$ cat src/tes_pkg.sv
// Purpose: Shared constants for the trigger/encoder/sync status bank
// Assumes: Byte-addressed plain register port, 32-bit data
// Notes: Offsets chosen per one aligned word per register
package tes_pkg;
  // Register byte offsets
  localparam logic [3:0] TES_CTRL_OFFSET = 4'h0;
  localparam logic [3:0] TES_STAT_OFFSET = 4'h4;
  // Control register field positions
  localparam int TES_TRIG_SRC_LSB = 0;
  localparam int TES_SOFT_TRIG_BIT = 3;
  localparam int TES_ENC_SRC_LSB = 4;
  localparam int TES_SOFT_ENC_BIT = 7;
  localparam int TES_FRAME_LVL_BIT = 26;
  localparam int TES_SYNC_LSB = 27;
  localparam int TES_EN_TRIG_BIT = 30;
  localparam int TES_EN_ENC_BIT = 31;
  // Status register field positions
  localparam int TES_VLINE_LSB = 0;
  localparam int TES_VLINE_W = 17;
  localparam int TES_LATCH_MODE_BIT = 17;
  localparam int TES_DIV_LSB = 18;
  localparam int TES_DIV_W = 10;
  localparam int TES_HPIX_LSB = 28;
  localparam int TES_TRIG_LVL_BIT = 30;
  // Values after reset
  localparam logic [1:0] TES_SEL_RESET = 2'h0;
  localparam logic [2:0] TES_SYNC_RESET = 3'h0;
  localparam logic [9:0] TES_DIV_RESET = 10'h000;
  // Trigger sources
  localparam logic [1:0] TES_SRC_DIFF = 2'h0;
  localparam logic [1:0] TES_SRC_TTL = 2'h1;
  localparam logic [1:0] TES_SRC_OPTO = 2'h2;
  localparam logic [1:0] TES_SRC_FRAME = 2'h3;
  // Camera-control resync modes
  typedef enum logic [2:0] {
    TES_SYNC_NONE = 3'b000,
    TES_SYNC_PRIMARY = 3'b001,
    TES_SYNC_SECONDARY = 3'b010,
    TES_SYNC_EACH = 3'b011
  } tes_sync_t;
endpackage

$ cat src/tes_trigger_encoder_sync_status.sv
// Purpose: Camera-control resync, trigger/encoder gating, encoder divider
//          and counter readback behind a plain register port
// Assumes: Pins and pixel clocks are asynchronous to clk (250 MHz);
//          counters and control lines come from clk-domain logic
// Notes: Pixel clocks are sampled, their rising edges act as enables
`timescale 1ns/1ns
module tes_trigger_encoder_sync_status
  import tes_pkg::*;
#(
  parameter int CTL_W = 4
)
(
  input wire logic clk,
  input wire logic rst,
  input wire logic [3:0] addr,
  input wire logic [31:0] wdata,
  input wire logic wr,
  input wire logic rd,
  output logic [31:0] rdata,
  input wire logic trig_diff_pin,
  input wire logic trig_ttl_pin,
  input wire logic trig_opto_pin,
  input wire logic enc_diff_pin,
  input wire logic enc_ttl_pin,
  input wire logic enc_opto_pin,
  input wire logic camera_frame_valid_input,
  input wire logic pixel_clock_primary,
  input wire logic pixel_clock_secondary,
  input wire logic [16:0] vertical_line_counter,
  input wire logic [1:0] horizontal_pixel_counter,
  input wire logic [CTL_W-1:0] camera_control_line_primary_in,
  input wire logic [CTL_W-1:0] camera_control_line_secondary_in,
  output logic [CTL_W-1:0] camera_control_line_primary,
  output logic [CTL_W-1:0] camera_control_line_secondary,
  output logic trigger_out,
  output logic encoder_pulse,
  output logic [9:0] encoder_ratio_m_param
);

  if (CTL_W < 1 || CTL_W > 16)
  begin : g_bad_width
    $error("CTL_W must be 1..16");
  end

  // Effective divisor: zero and one both mean undivided
  function automatic logic [9:0] eff_div(input logic [9:0] d);
    eff_div = (d < 10'h002) ? 10'h001 : d;
  endfunction

  // Writable fields
  logic [1:0] trigger_source_select;
  logic software_trigger_bit;
  logic [1:0] encoder_source_select;
  logic software_encoder_bit;
  logic [2:0] control_output_sync_code;
  logic ext_trigger_enable;
  logic ext_encoder_enable;
  logic last_line_latch_mode;
  logic [9:0] encoder_pulse_divider;

  // Synchronizers: 0-2 trig, 3-5 enc, 6 frame, 7 pclk p, 8 pclk s
  logic [8:0] sync_a;
  logic [8:0] sync_b;
  logic pclk_p_prev;
  logic pclk_s_prev;
  logic frame_prev;
  logic [16:0] last_line;
  logic enc_level;
  logic enc_prev;
  logic [9:0] enc_count;

  always_ff @(posedge clk)
  begin
    if (rst)
    begin
      sync_a <= 9'h000;
      sync_b <= 9'h000;
    end
    else
    begin
      sync_a <= {pixel_clock_secondary, pixel_clock_primary,
                 camera_frame_valid_input, enc_opto_pin, enc_ttl_pin,
                 enc_diff_pin, trig_opto_pin, trig_ttl_pin, trig_diff_pin};
      sync_b <= sync_a;
    end
  end

  // Named views of the synchronized inputs
  wire frame_level = sync_b[6];
  wire pclk_p_edge = sync_b[7] & ~pclk_p_prev;
  wire pclk_s_edge = sync_b[8] & ~pclk_s_prev;
  wire frame_fall = frame_prev & ~frame_level;

  // Source selection
  wire selected_trigger_level =
    (trigger_source_select == TES_SRC_DIFF) ? sync_b[0] :
    (trigger_source_select == TES_SRC_TTL) ? sync_b[1] :
    (trigger_source_select == TES_SRC_OPTO) ? sync_b[2] :
    frame_level;
  wire selected_encoder_level =
    (encoder_source_select == TES_SRC_DIFF) ? sync_b[3] :
    (encoder_source_select == TES_SRC_TTL) ? sync_b[4] :
    (encoder_source_select == TES_SRC_OPTO) ? sync_b[5] :
    1'b0; // Reserved source reads low
  wire trig_gated = (ext_trigger_enable & selected_trigger_level)
                    | software_trigger_bit;
  wire enc_gated = (ext_encoder_enable & selected_encoder_level)
                   | software_encoder_bit;

  // Encoder divider decode
  wire enc_rise = enc_level & ~enc_prev;
  wire [9:0] div_n = eff_div(encoder_pulse_divider);
  wire div_hit = (enc_count >= div_n - 10'h001);

  // Resync mode decode; reserved codes fall back to unsynchronized
  wire [2:0] sc = control_output_sync_code;
  wire mode_p = (sc == TES_SYNC_PRIMARY);
  wire mode_s = (sc == TES_SYNC_SECONDARY);
  wire mode_e = (sc == TES_SYNC_EACH);
  wire mode_none = ~(mode_p | mode_s | mode_e);
  wire load_p = mode_none | (mode_p & pclk_p_edge) |
                (mode_s & pclk_s_edge) | (mode_e & pclk_p_edge);
  wire load_s = mode_none | (mode_p & pclk_p_edge) |
                (mode_s & pclk_s_edge) | (mode_e & pclk_s_edge);

  // Register decode and read mux
  wire sel_ctrl = (addr == TES_CTRL_OFFSET);
  wire sel_stat = (addr == TES_STAT_OFFSET);
  wire [16:0] vline_view = last_line_latch_mode ? last_line
                            : vertical_line_counter;
  wire [31:0] ctrl_view = {ext_encoder_enable, ext_trigger_enable,
                           control_output_sync_code, frame_level,
                           18'h00000, software_encoder_bit, 1'b0,
                           encoder_source_select, software_trigger_bit,
                           1'b0, trigger_source_select};
  wire [31:0] stat_view = {1'b0, selected_trigger_level,
                           horizontal_pixel_counter,
                           encoder_pulse_divider, last_line_latch_mode,
                           vline_view};
  wire [31:0] next_rdata = sel_ctrl ? ctrl_view :
                           sel_stat ? stat_view : 32'h00000000;

  // Register writes; everything clears on reset
  always_ff @(posedge clk)
  begin
    if (rst)
    begin
      trigger_source_select <= TES_SEL_RESET;
      software_trigger_bit <= 1'b0;
      encoder_source_select <= TES_SEL_RESET;
      software_encoder_bit <= 1'b0;
      control_output_sync_code <= TES_SYNC_RESET;
      ext_trigger_enable <= 1'b0;
      ext_encoder_enable <= 1'b0;
      last_line_latch_mode <= 1'b0;
      encoder_pulse_divider <= TES_DIV_RESET;
    end
    else if (wr && sel_ctrl)
    begin
      trigger_source_select <= wdata[TES_TRIG_SRC_LSB +: 2];
      software_trigger_bit <= wdata[TES_SOFT_TRIG_BIT];
      encoder_source_select <= wdata[TES_ENC_SRC_LSB +: 2];
      software_encoder_bit <= wdata[TES_SOFT_ENC_BIT];
      control_output_sync_code <= wdata[TES_SYNC_LSB +: 3];
      ext_trigger_enable <= wdata[TES_EN_TRIG_BIT];
      ext_encoder_enable <= wdata[TES_EN_ENC_BIT];
    end
    else if (wr && sel_stat)
    begin
      last_line_latch_mode <= wdata[TES_LATCH_MODE_BIT];
      encoder_pulse_divider <= wdata[TES_DIV_LSB +: TES_DIV_W];
    end
  end

  // Read data, valid the cycle after the strobe
  always_ff @(posedge clk)
  begin
    if (rst)
      rdata <= 32'h00000000;
    else if (rd)
      rdata <= next_rdata;
    else
      rdata <= 32'h00000000;
  end

  // Edge history and last-active-line latch at frame end
  always_ff @(posedge clk)
  begin
    if (rst)
    begin
      pclk_p_prev <= 1'b0;
      pclk_s_prev <= 1'b0;
      frame_prev <= 1'b0;
      last_line <= 17'h00000;
    end
    else
    begin
      pclk_p_prev <= sync_b[7];
      pclk_s_prev <= sync_b[8];
      frame_prev <= frame_level;
      if (frame_fall)
        last_line <= vertical_line_counter;
    end
  end

  // Camera-control outputs, reloaded on the chosen pixel clock edge
  always_ff @(posedge clk)
  begin
    if (rst)
    begin
      camera_control_line_primary <= '0;
      camera_control_line_secondary <= '0;
    end
    else
    begin
      if (load_p)
        camera_control_line_primary <= camera_control_line_primary_in;
      if (load_s)
        camera_control_line_secondary <= camera_control_line_secondary_in;
    end
  end

  // Trigger output and encoder divider
  always_ff @(posedge clk)
  begin
    if (rst)
    begin
      trigger_out <= 1'b0;
      enc_level <= 1'b0;
      enc_prev <= 1'b0;
      enc_count <= 10'h000;
      encoder_pulse <= 1'b0;
      encoder_ratio_m_param <= 10'h000;
    end
    else
    begin
      trigger_out <= trig_gated;
      enc_level <= enc_gated;
      enc_prev <= enc_level;
      encoder_pulse <= enc_rise & div_hit;
      encoder_ratio_m_param <= encoder_pulse_divider;
      if (enc_rise)
        enc_count <= div_hit ? 10'h000 : enc_count + 10'h001;
    end
  end
endmodule

$ cat config.mk
export PLATFORM = sky130hd
export DESIGN_NAME = tes_trigger_encoder_sync_status
export DESIGN_NICKNAME = d
export VERILOG_FILES = /design/src/tes_pkg.sv /design/src/tes_trigger_encoder_sync_status.sv
export SDC_FILE = /design/constraint.sdc
export NUM_CORES = 1
export LEC_CHECK = 0
export BUFFER_PORTS_ARGS = -buffer_cell sky130_fd_sc_hd__buf_2
export CORE_ASPECT_RATIO = 1.75
export CORE_MARGIN = 2
export CORE_UTILIZATION = 25
export CTS_CLUSTER_DIAMETER = 150
export DETAILED_ROUTE_END_ITERATION = 8
export GPL_TIMING_DRIVEN = 0
export PLACE_DENSITY = 0.47
export SETUP_SLACK_MARGIN = 0.4
export SYNTH_ARGS = -nofsm -noshare
export SYNTH_HDL_FRONTEND = slang
export SYNTH_SLANG_ARGS = --single-unit
$ cat constraint.sdc
create_clock -name clk -period 5.9 [get_ports clk]
set_clock_uncertainty 0.05 [all_clocks]
set_input_delay 1.18 -clock clk [delete_from_list [all_inputs] [get_ports clk]]
set_output_delay 1.18 -clock clk [all_outputs]
set_load 0.02 [all_outputs]
Yosys cells after proc, flatten, opt, wreduce, memory -nomap -nowiden
Cells that the tools add are included.
{ "op_classes": {"n_addsub": 2, "multipliers": 0, "div": 0, "n_lt_le_gt_ge": 2, "n_eq_ne": 8, "shifts": 0, "muxes": 11, "n_bitwise": 27, "reduce_logical": 8} }
{ "ops": {"columns": ["op", "n"], "rows": [
  ["32-bit 2-to-1 mux", 1],
  ["31-bit 2-to-1 mux", 1],
  ["10-bit 2-to-1 mux", 2],
  ["17-bit 2-to-1 mux", 1],
  ["1-bit AND", 11],
  ["10-bit by 1-bit adder with 10-bit output (second input constant)", 1],
  ["10-bit >= comparator", 1],
  ["10-bit by 2-bit < comparator with 1-bit output (second input constant)", 1],
  ["10-bit by 1-bit subtractor with 10-bit output (second input constant)", 1],
  ["1-bit NOT", 8],
  ["1-bit bitwise OR", 8],
  ["3-bit by 2-bit equality test with 1-bit output (second input constant)", 2],
  ["1-bit 2-to-1 mux", 6],
  ["2-bit by 1-bit equality test with 1-bit output (second input constant)", 2],
  ["2-bit equality test (second input constant)", 2],
  ["4-bit by 3-bit equality test with 1-bit output (second input constant)", 1],
  ["2-bit zero test", 2],
  ["4-bit zero test", 1],
  ["4-bit OR reduction", 1],
  ["3-bit by 1-bit equality test with 1-bit output (second input constant)", 1],
  ["1-bit logical AND", 2],
  ["2-bit AND reduction", 1],
  ["2-bit OR reduction", 1]
]} }
{ "word_totals": {"ff_bits": 124, "latch_bits": 0, "ram_bits": 0, "rom_bits": 0, "in_bits": 76, "output_inout_bits": 52, "word_cells": 83, "n_memories": 0} }

Logic depth before layout (Yosys ltp)
{ "logic_depth": {"word_depth": 7, "depth_mapped": 13, "ltp_nobuf": 12} }

Worst setup path before layout
OpenSTA, ideal clock, no wires.
{ "synth_path": {"path_type": "register to register", "start": "register encoder_pulse_divider[6]", "end": "register enc_count[2]", "setup_time_ns": 0.074, "arrival_time_ns": 2.825, "required_ns": 5.776, "setup_slack_ns": 2.951, "stages_incl_launch_ff": 13, "n_path_buf": 1, "period_less_slack_ns": 2.949, "path_cell_list": "dfxtp_1 buf_2 nor4_1 a31oi_1 ha_1 nand2_1 xor2_1 ha_1 and3_1 o311a_1 a311oi_4 nand4b_1 a31oi_1"} }
{ "synth_between": {"elab_chain_len": 5} }
{ "synth_lines": {"columns": ["item", "line_no", "rtl"], "rows": [
  ["from (decl)", "tes_trigger_encoder_sync_status.sv:59", "logic [9:0] encoder_pulse_divider;"],
  ["from (signal assigned)", "tes_trigger_encoder_sync_status.sv:171", "encoder_pulse_divider <= wdata[TES_DIV_LSB +: TES_DIV_W];"],
  ["10-bit by 2-bit < comparator with 1-bit output", "tes_trigger_encoder_sync_status.sv:47", "eff_div = (d < 10'h002) ? 10'h001 : d;"],
  ["10-bit 2-to-1 mux (*)", "tes_trigger_encoder_sync_status.sv:47", null],
  ["10-bit by 1-bit subtractor with 10-bit output (*)", "tes_trigger_encoder_sync_status.sv:113", "wire div_hit = (enc_count >= div_n - 10'h001);"],
  ["10-bit >= comparator (*)", "tes_trigger_encoder_sync_status.sv:113", null],
  ["10-bit 2-to-1 mux (*)", "tes_trigger_encoder_sync_status.sv:243", "enc_count <= div_hit ? 10'h000 : enc_count + 10'h001;"],
  ["to (signal assigned)", "tes_trigger_encoder_sync_status.sv:243", null],
  ["to (decl)", "tes_trigger_encoder_sync_status.sv:70", "logic [9:0] enc_count;"]
]} }
Mark *: on every way between the ends. The rest lies on a longest branch, timed or not.
A chain may end at the register's enable or synchronous reset.

Final worst setup path
Ends and elaborated chain as after synthesis.

==> summary.md <==
| Metric | Value |
|---|---|
| Result of the run | finished, final reports clean |
| Share of the yosys chip area belonging to registers | a little over half |
| Highest net fanout along the worst path | 8 |
| Fin nets | between 600 and 700 |
| Endpoints failing setup | 0 |
| Sinks on the clock net | 124 |
| Cell area after layout | roughly 6100 sq um |
| Inserted Clock Buffers | 17 |
| Number of pins exceeding their max-slew limit in the final report | 0 |
| Leakage | 0.00259 uW |
| Mean instance size in the synthesized netlist | 9.85 sq um |
| RePlAce Congestion | 0.788 |
| First-pass GRT wire length | 19400 um |
| Setup Fix Bufs, Post-CTS | 0 |
| Dominant synthesized flop cell | sky130_fd_sc_hd__dfxtp_1 |
| Worst setup slack after layout | 2370 ps |
| Maximum number of pins on one net before global-route repair | 17 |
| Count of flip-flops with a built-in enable after synthesis | 0 |
| Hold violation total from the final report | 0 |
| Die extent in y | 183 um |
| Sort of element at the start of the critical path | flop |
| Via total after detailed routing | ~3600 |
| Power Density | 338 nW/um^2 |
| Crit path arrival time | around 3800 ps |
| Router iterations before antenna repair | 4 |
| Core area | 18000 sq um |
| Post-synth net total | between 500 and 600 |
| Min cycle time layout | 3530 ps |
| Initial Util | 25.5% |
| Post-route DRC | 0 |
| Count of routing violations after the opening detailed-route iteration | roughly 120 |
| Buffer depth of the longest clock path | 2 |
| Die ar. | 19500 sq um |
| Clock latency of the later-clocked register in the worst-skew pair | between 400 and 500 ps |
| Post-synthesis instance total | 466 |
| Worst path required time | 6180 ps |
| Commonest non-fill, non-tap cell in the layout | sky130_fd_sc_hd__dfxtp_1 |
| Clock root cell | sky130_fd_sc_hd__clkbuf_16 |
| Number of synthesis warnings | 0 |
| Share of synthesized flip-flops with an asynchronous set or reset | 0% |
| Most frequent cells in the layout | sky130_fd_sc_hd__dfxtp_1, sky130_fd_sc_hd__buf_2, sky130_fd_sc_hd__nor2_1, sky130_fd_sc_hd__mux2i_1, sky130_fd_sc_hd__nand2_1 |
| Tightest Pin Transition | approximately 750 ps |
| Depth of the CTS H-tree | 4 |
| Horizontal extent of the die | 106 um |
| Category of the critical setup timing path | reg2reg |
| Diode count | 0 |
| Fin crit share | roughly three fifths |
| Fill cell total of the finished layout | roughly 1900 |
| Register bit total from synthesis | between 100 and 150 |
| Worst max-slew margin expressed relative to the limit | between 40% and 50% |
| Maximum capacitance violations | 0 |
| Max Fclk | 0.283 GHz |
| CTS tree | yes |
| Vias in the first global route | 3645 |
| Routed WL | 12200 um |
| Grt total ovfl | 0 |
| Tot Pwr | between 2000 and 2500 uW |
| DP Wirelength | 9480 um |
| Detailed-route vias per instance | 4.23 |
| Maximum resistive drop on vdd | 0.000167 V |
| Kind of end point of the critical path | flop |
| Cell type with the highest aggregate area in the netlist | sky130_fd_sc_hd__dfxtp_1 |
| Number of port buffers | 116 |
| Antenna violations before repair | 0 |
| Post-cts resize count | 0 |
| Ratio of cells with drive above 1 in the final layout | 25.4% |
| Sum Neg Setup Slack | 0 ps |
| Total cell area at the placement stage | roughly 5500 sq um |
| Fraction of post-synthesis cell area in the top cell type by area | 54.1% |
| Number of buffers added to fix hold violations after cts | 0 |
| Clock Pin Slew Worst Setup and Hold Paths | 60 ps |
| Pre-CTS setup slack | ~2500 ps |
| Cell variety after synth | 36 |
| I/O pins | 128 |
| Hold Crit Class | reg2reg |
| Number of placement rows | between 60 and 70 |
| Average detailed-routed wire length per instance | 14.4 um |
| Biggest area contributors in the synthesized netlist | sky130_fd_sc_hd__dfxtp_1, sky130_fd_sc_hd__mux2i_1, sky130_fd_sc_hd__nor2_1 |
| Netlist area before placement | 4590 sq um |
| Detail Route Antenna Nets | 0 |
| GRT Overall Usage | 13.2% |
| Area growth, synth to finish | 32.5% |
| RSZ-0062 raised after global routing | no |
cells in the mapped netlist (2+ instances only):
cell type                  number
sky130_fd_sc_hd__and3_1         3
sky130_fd_sc_hd__nand4_1        4
sky130_fd_sc_hd__nor2_1        72
sky130_fd_sc_hd__nand3_1        2
sky130_fd_sc_hd__inv_1          8
sky130_fd_sc_hd__nor3_1         6
sky130_fd_sc_hd__a211oi_1       6
sky130_fd_sc_hd__ha_1          12
sky130_fd_sc_hd__o21ai_0        5
sky130_fd_sc_hd__nand3b_1       4
sky130_fd_sc_hd__nand2_1       46
sky130_fd_sc_hd__and2_1         9
sky130_fd_sc_hd__mux2i_1       53
sky130_fd_sc_hd__nand2b_1       3
sky130_fd_sc_hd__xor2_1         6
sky130_fd_sc_hd__nor2b_1       31
sky130_fd_sc_hd__clkbuf_1      12
sky130_fd_sc_hd__o211ai_1       2
sky130_fd_sc_hd__a31oi_1        2
sky130_fd_sc_hd__xnor2_1        6
sky130_fd_sc_hd__nor4_1         2
sky130_fd_sc_hd__buf_2          5
sky130_fd_sc_hd__a21oi_1       27
sky130_fd_sc_hd__dfxtp_1      124
sky130_fd_sc_hd__buf_1          5
critical path, cell delays in order, from the launching register on:
cell and delay (ps):
sky130_fd_sc_hd__dfxtp_1 290, sky130_fd_sc_hd__buf_2 160, sky130_fd_sc_hd__nor4_1 660, sky130_fd_sc_hd__a31oi_1 230, sky130_fd_sc_hd__ha_1 270, sky130_fd_sc_hd__nand2_1 80
sky130_fd_sc_hd__xor2_1 150, sky130_fd_sc_hd__ha_1 280, sky130_fd_sc_hd__and3_1 180, sky130_fd_sc_hd__o311a_1 360, sky130_fd_sc_hd__a311oi_4 370, sky130_fd_sc_hd__nand3b_1 140
sky130_fd_sc_hd__a31oi_1 210
sequential cells by signal, indices dropped and copies added, names as in the netlist, 9 cells and up:
register,flops
sync_a,9
enc_count,10
sync_b,9
last_line,17
encoder_pulse_divider,10
rdata,32
encoder_ratio_m_param,10
report_power, final:
| part | internal [uW] | switching [uW] |
|---|---|---|
| clock | 688 | 389 |
| combinational | 51.3 | 66.5 |
| sequential | 853 | 7.31 |
per-layer routing:
layer	vias up	part of all wire (%)	track usage [%]
met5	-	0	0
met4	0	1.9	5.89
met3	13	3.9	3.48
met2	81	56	24.8
met1	1660	38	13.5
li1	1836	-	-
logic make-up (layout without fill, tap and decap cells):
kind of cell / after synthesis / in the layout / synth area share (%)
muxes: 54 / 54 / 12.1
buffers and inverters: 30 / 178 / 2.59
DFF: 124 / 124 / 54.1
AOI/OAI and AO/OA: 49 / 49 / 6.90
and+or+nand+nor: 185 / 185 / 18.8
xor gates and xnor gates: 12 / 12 / 2.29
adders and majority gates: 12 / 12 / 3.27
through the flow:
step           hold slack [ps]  instances  utilization, %
6_report                   382        848            33.8
3_5_place_dp               374        816            30.4
3_3_place_gp               374        816            30.4
4_1_cts                    386        848            33.8
5_1_grt                    404        848            33.8
2_1_floorplan              364        466               -
final cells by class:
type / count / area [sq um] / area share (%)
Sequential cell: 124 / 2480 / 40.8
Tap cell: 234 / 293 / 4.81
Clock buffer: 19 / 453 / 7.45
Inverter: 8 / 30.0 / 0.494
Multi-Input combinational cell: 312 / 1990 / 32.7
Timing Repair Buffer: 116 / 581 / 9.55
Clock inverter: 13 / 166 / 2.74
Buffer: 22 / 88.8 / 1.46
worst paths after layout:
check / from / endpoint / slack [ps] / cells after the start
hold reg to reg: sync_a[5] / sync_b[5] / 380 / 1
hold / removal: sync_a[5] / sync_b[5] / 380 / 1
setup reg to reg: encoder_pulse_divider[6] / enc_count[2] / 2370 / 12
setup / recovery: encoder_pulse_divider[6] / enc_count[2] / 2370 / 12
(Power assumes the default switching activity.)
